==> src/hdl/rtc_value_pkg.sv <==
// Constants for the calendar value register block: offsets, field map, reset values.
// Assumes an APB master with 32-bit data and byte addresses on a 12-bit paddr.
package rtc_value_pkg;

   // Register byte offsets, one aligned word each
   localparam logic [11:0] CTRL_OFFSET          = 12'h000;
   localparam logic [11:0] WKDY_HOURS_OFFSET    = 12'h004;
   localparam logic [11:0] MIN_SEC_OFFSET       = 12'h008;
   localparam logic [11:0] ALARM_MTH_DAY_OFFSET = 12'h00c;

   // Control word layout
   localparam int          UNLOCK_BIT   = 0;
   localparam logic        UNLOCK_RESET = 1'b0;

   // Value word selector, also the index of each word
   typedef enum logic [1:0] {
      REG_WKDY_HOURS    = 2'h0,
      REG_MIN_SEC       = 2'h1,
      REG_ALARM_MTH_DAY = 2'h2,
      REG_NONE          = 2'h3
   } value_reg_t;

   // Digit fields: weekday, hour tens/ones, min tens/ones, sec tens/ones,
   // alarm month tens/ones, alarm day tens/ones
   localparam int NUM_FIELDS = 11;
   localparam int F_WEEKDAY  = 0;
   localparam int F_HOUR_T   = 1;
   localparam int F_HOUR_O   = 2;
   localparam int F_MIN_T    = 3;
   localparam int F_MIN_O    = 4;
   localparam int F_SEC_T    = 5;
   localparam int F_SEC_O    = 6;
   localparam int F_AMTH_T   = 7;
   localparam int F_AMTH_O   = 8;
   localparam int F_ADAY_T   = 9;
   localparam int F_ADAY_O   = 10;

   localparam int FIELD_LSB   [NUM_FIELDS] = '{8, 4, 0, 12, 8, 4, 0, 12, 8, 4, 0};
   localparam int FIELD_WIDTH [NUM_FIELDS] = '{3, 2, 4, 3, 4, 3, 4, 1, 4, 2, 4};
   localparam int FIELD_MAX   [NUM_FIELDS] = '{6, 2, 9, 5, 9, 5, 9, 1, 9, 3, 9};
   localparam int FIELD_REG   [NUM_FIELDS] = '{0, 0, 0, 1, 1, 1, 1, 2, 2, 2, 2};

   localparam logic [3:0] FIELD_RESET = 4'h0;

endpackage

==> src/hdl/bcd_digit_store.sv <==
// One BCD digit of a calendar value word, held in a flop.
// Assumes the caller has already qualified the write strobe.
`timescale 1ns/1ps
module bcd_digit_store #(
   parameter int WIDTH = 4,
   parameter int MAX   = 9
) (
   input  wire logic             pclk,
   input  wire logic             presetn,
   input  wire logic             wr_en,
   input  wire logic [3:0]       wr_data,
   output logic      [3:0]       value
);

   logic [3:0] next_value;
   logic [3:0] masked;

   always_comb begin
      // Bits above the field width are never stored
      masked     = wr_data & 4'((1 << WIDTH) - 1);
      next_value = value;
      // Out-of-range digits are dropped so the word never holds an illegal BCD code
      if (wr_en && (32'(masked) <= 32'(MAX))) begin
         next_value = masked;
      end
   end

   always_ff @(posedge pclk or negedge presetn) begin
      if (!presetn) begin
         value <= rtc_value_pkg::FIELD_RESET;
      end else begin
         value <= next_value;
      end
   end

endmodule // bcd_digit_store

==> src/hdl/rtc_value_regs.sv <==
// APB slave holding the weekday/hours, minutes/seconds and alarm month/day words.
// Assumes an APB master on pclk; the tick and alarm matching logic live elsewhere.
`timescale 1ns/1ps

// Overview of operation
// - Weekday/hours and alarm month/day writes take effect only while unlock is 1.
// - Minute tens digit sits in bits 14-12, values 0 to 5.
// - Minute ones digit sits in bits 11-8, values 0 to 9.
// - Second ones digit sits in bits 3-0, values 0 to 9.
// - Alarm month tens digit is the single bit 12, 0 or 1.
// - Alarm month ones digit sits in bits 11-8, values 0 to 9.
// - Alarm day tens digit sits in bits 5-4, values 0 to 3.
// - Alarm day ones digit sits in bits 3-0, values 0 to 9.
// - Weekday sits in bits 10-8 of weekday/hours, values 0 to 6.
// - Hour tens digit sits in bits 5-4 of weekday/hours, values 0 to 2.
module rtc_value_regs (
   input  wire logic        pclk,
   input  wire logic        presetn,
   input  wire logic        psel,
   input  wire logic        penable,
   input  wire logic        pwrite,
   input  wire logic [11:0] paddr,
   input  wire logic [31:0] pwdata,
   input  wire logic [3:0]  pstrb,
   output logic      [31:0] prdata,
   output logic             pready,
   output logic             pslverr,
   output logic             calendar_write_unlock,
   output logic      [15:0] weekday_hours_value,
   output logic      [15:0] minutes_seconds_value,
   output logic      [15:0] alarm_month_day_value
);

   logic [3:0]                     field_value [rtc_value_pkg::NUM_FIELDS];
   logic [rtc_value_pkg::NUM_FIELDS-1:0] field_wr;
   rtc_value_pkg::value_reg_t       sel_reg;
   logic                            sel_ctrl;
   logic                            mapped;
   logic                            commit;
   logic                            next_pready;
   logic                            next_pslverr;
   logic [31:0]                     next_prdata;
   logic                            next_unlock;
   logic [15:0]                     wkdy_word;
   logic [15:0]                     min_sec_word;
   logic [15:0]                     alarm_word;

   // Address decode
   always_comb begin
      sel_reg  = rtc_value_pkg::REG_NONE;
      sel_ctrl = 1'b0;
      case (paddr)
         rtc_value_pkg::CTRL_OFFSET:          sel_ctrl = 1'b1;
         rtc_value_pkg::WKDY_HOURS_OFFSET:    sel_reg  = rtc_value_pkg::REG_WKDY_HOURS;
         rtc_value_pkg::MIN_SEC_OFFSET:       sel_reg  = rtc_value_pkg::REG_MIN_SEC;
         rtc_value_pkg::ALARM_MTH_DAY_OFFSET: sel_reg  = rtc_value_pkg::REG_ALARM_MTH_DAY;
         default:                             sel_reg  = rtc_value_pkg::REG_NONE;
      endcase
      mapped = sel_ctrl || (sel_reg != rtc_value_pkg::REG_NONE);
   end

   // A write lands only on the edge where the master sees pready
   assign commit = psel && penable && pready && pwrite && mapped;

   // Word images are plain wiring of the digit flops; spare bits tied low
   assign wkdy_word    = {5'h00, field_value[rtc_value_pkg::F_WEEKDAY][2:0],
                          2'h0, field_value[rtc_value_pkg::F_HOUR_T][1:0],
                          field_value[rtc_value_pkg::F_HOUR_O]};
   assign min_sec_word = {1'b0, field_value[rtc_value_pkg::F_MIN_T][2:0],
                          field_value[rtc_value_pkg::F_MIN_O],
                          1'b0, field_value[rtc_value_pkg::F_SEC_T][2:0],
                          field_value[rtc_value_pkg::F_SEC_O]};
   assign alarm_word   = {3'h0, field_value[rtc_value_pkg::F_AMTH_T][0],
                          field_value[rtc_value_pkg::F_AMTH_O],
                          2'h0, field_value[rtc_value_pkg::F_ADAY_T][1:0],
                          field_value[rtc_value_pkg::F_ADAY_O]};

   // Per-digit write qualification and storage
   genvar gi;
   generate
      for (gi = 0; gi < rtc_value_pkg::NUM_FIELDS; gi++) begin : g_digit
         localparam int LSB  = rtc_value_pkg::FIELD_LSB[gi];
         localparam int REGN = rtc_value_pkg::FIELD_REG[gi];
         // Only the minutes/seconds word stays writable while locked
         localparam bit GATED = (REGN != int'(rtc_value_pkg::REG_MIN_SEC));
         always_comb begin
            field_wr[gi] = commit && (int'(sel_reg) == REGN) && pstrb[LSB / 8]
                           && (!GATED || calendar_write_unlock);
         end
         bcd_digit_store #(
            .WIDTH (rtc_value_pkg::FIELD_WIDTH[gi]),
            .MAX   (rtc_value_pkg::FIELD_MAX[gi])
         ) u_digit (
            .pclk    (pclk),
            .presetn (presetn),
            .wr_en   (field_wr[gi]),
            .wr_data (pwdata[LSB +: 4]),
            .value   (field_value[gi])
         );
      end
   endgenerate

   // Bus answer: one wait state, so read data is registered like every output
   always_comb begin
      next_pready  = psel && penable && !pready;
      next_pslverr = 1'b0;
      next_prdata  = 32'h0000_0000;
      if (psel && penable && !pready) begin
         next_pslverr = !mapped;
         if (!pwrite) begin
            case (sel_reg)
               rtc_value_pkg::REG_WKDY_HOURS:    next_prdata = {16'h0000, wkdy_word};
               rtc_value_pkg::REG_MIN_SEC:       next_prdata = {16'h0000, min_sec_word};
               rtc_value_pkg::REG_ALARM_MTH_DAY: next_prdata = {16'h0000, alarm_word};
               default: begin
                  if (sel_ctrl) begin
                     next_prdata[rtc_value_pkg::UNLOCK_BIT] = calendar_write_unlock;
                  end
               end
            endcase
         end
      end
   end

   // Unlock bit written through the control word
   always_comb begin
      next_unlock = calendar_write_unlock;
      if (commit && sel_ctrl && pstrb[0]) begin
         next_unlock = pwdata[rtc_value_pkg::UNLOCK_BIT];
      end
   end

   always_ff @(posedge pclk or negedge presetn) begin
      if (!presetn) begin
         pready                <= 1'b0;
         pslverr               <= 1'b0;
         prdata                <= 32'h0000_0000;
         calendar_write_unlock <= rtc_value_pkg::UNLOCK_RESET;
      end else begin
         pready                <= next_pready;
         pslverr               <= next_pslverr;
         prdata                <= next_prdata;
         calendar_write_unlock <= next_unlock;
      end
   end

   // Value ports mirror the digit flops directly
   assign weekday_hours_value   = wkdy_word;
   assign minutes_seconds_value = min_sec_word;
   assign alarm_month_day_value = alarm_word;

   logic locked_wkdy_wr;
   logic locked_alarm_wr;
   logic open_alarm_hi_wr;
   logic open_min_wr;
   logic open_hours_wr;
   logic open_alarm_lo_wr;
   logic sec_wr;

   assign locked_wkdy_wr   = commit && (sel_reg == rtc_value_pkg::REG_WKDY_HOURS)
                             && !calendar_write_unlock;
   assign locked_alarm_wr  = commit && (sel_reg == rtc_value_pkg::REG_ALARM_MTH_DAY)
                             && !calendar_write_unlock;
   assign open_alarm_hi_wr = commit && (sel_reg == rtc_value_pkg::REG_ALARM_MTH_DAY)
                             && calendar_write_unlock && pstrb[1];
   assign open_min_wr      = commit && (sel_reg == rtc_value_pkg::REG_MIN_SEC)
                             && pstrb[1] && (pwdata[14:12] <= 3'h5)
                             && (pwdata[11:8] <= 4'h9);
   assign open_hours_wr    = commit && (sel_reg == rtc_value_pkg::REG_WKDY_HOURS)
                             && calendar_write_unlock;
   assign open_alarm_lo_wr = commit && (sel_reg == rtc_value_pkg::REG_ALARM_MTH_DAY)
                             && calendar_write_unlock && pstrb[0];
   assign sec_wr           = commit && (sel_reg == rtc_value_pkg::REG_MIN_SEC) && pstrb[0];
endmodule // rtc_value_regs

==> config.mk <==
export PLATFORM = sky130hd
export DESIGN_NAME = rtc_value_regs
export DESIGN_NICKNAME = d
export VERILOG_FILES = /design/src/hdl/rtc_value_pkg.sv /design/src/hdl/bcd_digit_store.sv /design/src/hdl/rtc_value_regs.sv
export SDC_FILE = /design/constraint.sdc
export NUM_CORES = 1
export LEC_CHECK = 0
export BUFFER_PORTS_ARGS = -buffer_cell sky130_fd_sc_hd__buf_2
export CAP_MARGIN = 20
export CORE_ASPECT_RATIO = 0.8
export CORE_UTILIZATION = 45
export DETAILED_ROUTE_END_ITERATION = 8
export GPL_ROUTABILITY_DRIVEN = 0
export PLACE_DENSITY = 0.81
export SLEW_MARGIN = 20
export SYNTH_ARGS = -nofsm -noshare
export SYNTH_HDL_FRONTEND = slang
export SYNTH_SLANG_ARGS = --single-unit
==> constraint.sdc <==
create_clock -name pclk -period 1.95 [get_ports pclk]
set_input_delay 0.4875 -clock pclk [delete_from_list [all_inputs] [get_ports pclk]]
set_output_delay 0.4875 -clock pclk [all_outputs]
set_load 0.01 [all_outputs]
==> reports/metrics.csv <==
metric;value;unit
adder-cell area share of the yosys netlist;0;
Post-Place Setup Slack;-0.3182;ns
Setup violations, final;0;
Reg clk slew, reported paths;0.09;ns
mux cell area share after synthesis;0.1194;
initial antenna violation count;0;
Global Route Usage Sum;0.2151;
top post-synthesis cells by area;dfrtp_1 (49%), buf_4 (9.5%), mux2_2 (7.3%), a21oi_1 (3.8%), a31oi_1 (2.9%);
CTS Buffer Depth;2;
vias in the first global route;2125;
Worst VDD drop;345.3;µV
post-synthesis cell count;243;
drt drc;0;
worst path bufs/invs;1;
largest family of logic cells by synthesized area;simple AND/OR/NAND/NOR gates;
CP arrival;2.10;ns
Die ar.;6130;µm²
ys async rst share;1.000;
RSZ-0062 raised after global routing;true;
1st-iter DRT viols;108;
TritonCTS clock tree;done;
HPWL Detailed;4973;µm
post-route ant nets;0;
Leakage;1.769;nW
post-CTS setup buffer count;0;
Die Wd;87.29;µm
area grow syn2layout;25.04;%
Placed Area;3193;µm²
simple logic cell fraction of the synthesized area;0.1596;
Ports;136;
# diodes;0;
post-synthesis xor/xnor area fraction;0;
required time of the worst setup path;2.15;ns
Via Count;2221;
WL per Instance;14.65;µm
drt pass-1 iters;4;
post-cts resize count;0;
Die H;70.23;µm
WHS;0.1138;ns
Max Clk Rate;524.3;MHz
crit path max fanout;4;
Synth Area per Inst;10.78;µm²
Power Density;558.0;nW/µm²
share of layout cells above drive strength 1;0.4241;
ys flop type;dfrtp_1;
detail-routed via count per cell;5.201;
CP delay by family, top;simple AND/OR/NAND/NOR gates;
CP Launch Type;primary input;
Setup CP Type;in2reg;
H-tree depth;2;
status;finished clean;
final wirelength;6254;µm
Starting Density;0.4740;
CTS sink count;51;
share of the synthesized area in the top cell type;0.4873;
CP peak stage delay;0.57;ns
Design Area, Final;3274;µm²
first-pass GRT wire length;10070;µm
Worst path slowest cell;or4_4;
Post-synth EDFFs;0;
root buf cell;clkbuf_8;
Pins Over Slew Limit;0;
minimum clock period;1.907;ns
final setup margin;0.04254;ns
Cell Area, Synth;2619;µm²
largest net degree at the start of global routing;22;
Remaining Overflow, GRT;0;
most common cell in the synthesized netlist;dfrtp_1;
# hold bufs at CTS;0;
HP Class;in2async;
crit path capture type;register;
Synth Register Bits;51;
clock skew;0.005465;ns
PortBufs;83;
Synth area leader;dfrtp_1;
Ys Warns;0;
most common library cells after synthesis;dfrtp_1 (51), buf_4 (33), a21oi_1 (20);
Hold Vio Cnt, Final;0;
row cnt;24;
critical-path cell list;buf_2, or4_4, nor4_4, and3_4, mux2_2;
sequential-to-total area share from yosys stat;0.4873;
clk_lat worst skew;0.31;ns
Util after Layout;0.5926;
Final period util;0.9782;
CTS Buf Count;5;
Synth Area in Compound Gates;0.1123;
fin nets;401;
Slew @ Worst Pin;0.6410;ns
post-synth cell types;43;
max_slew headroom;0.5718;
Max Cap Violations;0;
Core Area;5525;µm²
per-layer routing:
| metal | global-route usage | vias up | share of wire |
|---|---|---|---|
| li1 | - | 1031 | - |
| met1 | 0.2808 | 1088 | 0.41 |
| met2 | 0.3455 | 93 | 0.49 |
| met3 | 0.06974 | 9 | 0.083 |
| met4 | 0.05282 | 0 | 0.0088 |
| met5 | 0 | - | 0 |
flip-flops by register name (all words and copies together), names as in the netlist:
register	cells
calendar_write_unlock	1
pslverr	1
prdata	14
g_digit.u_digit.value	34
pready	1
path summary, 6_finish.rpt:
| path | cells past startpoint | end | slack (ns) | from |
|---|---|---|---|---|
| worst max-delay path | 5 | g_digit[9].u_digit.value[1] | 0.04 | paddr[1] |
| worst min-delay path | 1 | g_digit[8].u_digit.value[2] | 0.11 | presetn |
| worst max register to register | 5 | g_digit[9].u_digit.value[1] | 0.08 | pready |
| worst min register to register | 1 | pready | 0.51 | pready |
| max in group asynchronous | 2 | g_digit[2].u_digit.value[1] | 1.24 | presetn |
| min in group pclk | 3 | pready | 0.43 | penable |
cell type report:
type	count	area (µm²)
Inverter	6	22.52
Tap cell	78	97.59
Timing Repair Buffer	109	623.1
Fill cell	497	2251
Clock buffer	7	76.32
Sequential cell	51	1276
Multi-Input combinational cell	175	1174
Clock inverter	1	5.005
cell families (layout without fill, tap and decap cells):
family          Yosys count  count (layout)
other cells               1              32
mux                      26              26
compound gates           48              48
simple gates             69              69
buf+inv                  48             123
flops                    51              51
stage by stage:
stage / power (W) / setup TNS [ns] / instances
after floorplan: 0.001202 / -0.5757 / 274
after global placement: 0.001250 / -2.742 / 419
after detailed placement: 0.001255 / -2.924 / 419
after CTS: 0.001836 / 0 / 427
after global routing: 0.001902 / -0.002234 / 427
final: 0.001827 / 0 / 427
power breakdown:
part / internal [W] / leakage [nW] / switching (W) / total, W
logic: 0.0000579 / 1.02 / 0.000117 / 0.000175
registers: 0.00106 / 0.706 / 0.00000168 / 0.00106
clock network: 0.000253 / 0.0422 / 0.000339 / 0.000592
cell usage in the layout (no fill, tap or decap), types with 5 or more instances in the layout:
cell,count
a21oi_1,20
nand3_1,6
nor3_1,8
conb_1,32
mux2_4,6
buf_2,83
clkbuf_8,5
nor2_1,18
inv_1,6
a22oi_1,8
nand2_1,6
buf_4,25
mux2_2,17
a31oi_1,12
dfrtp_1,51
Power figures use the tool's default switching activity.
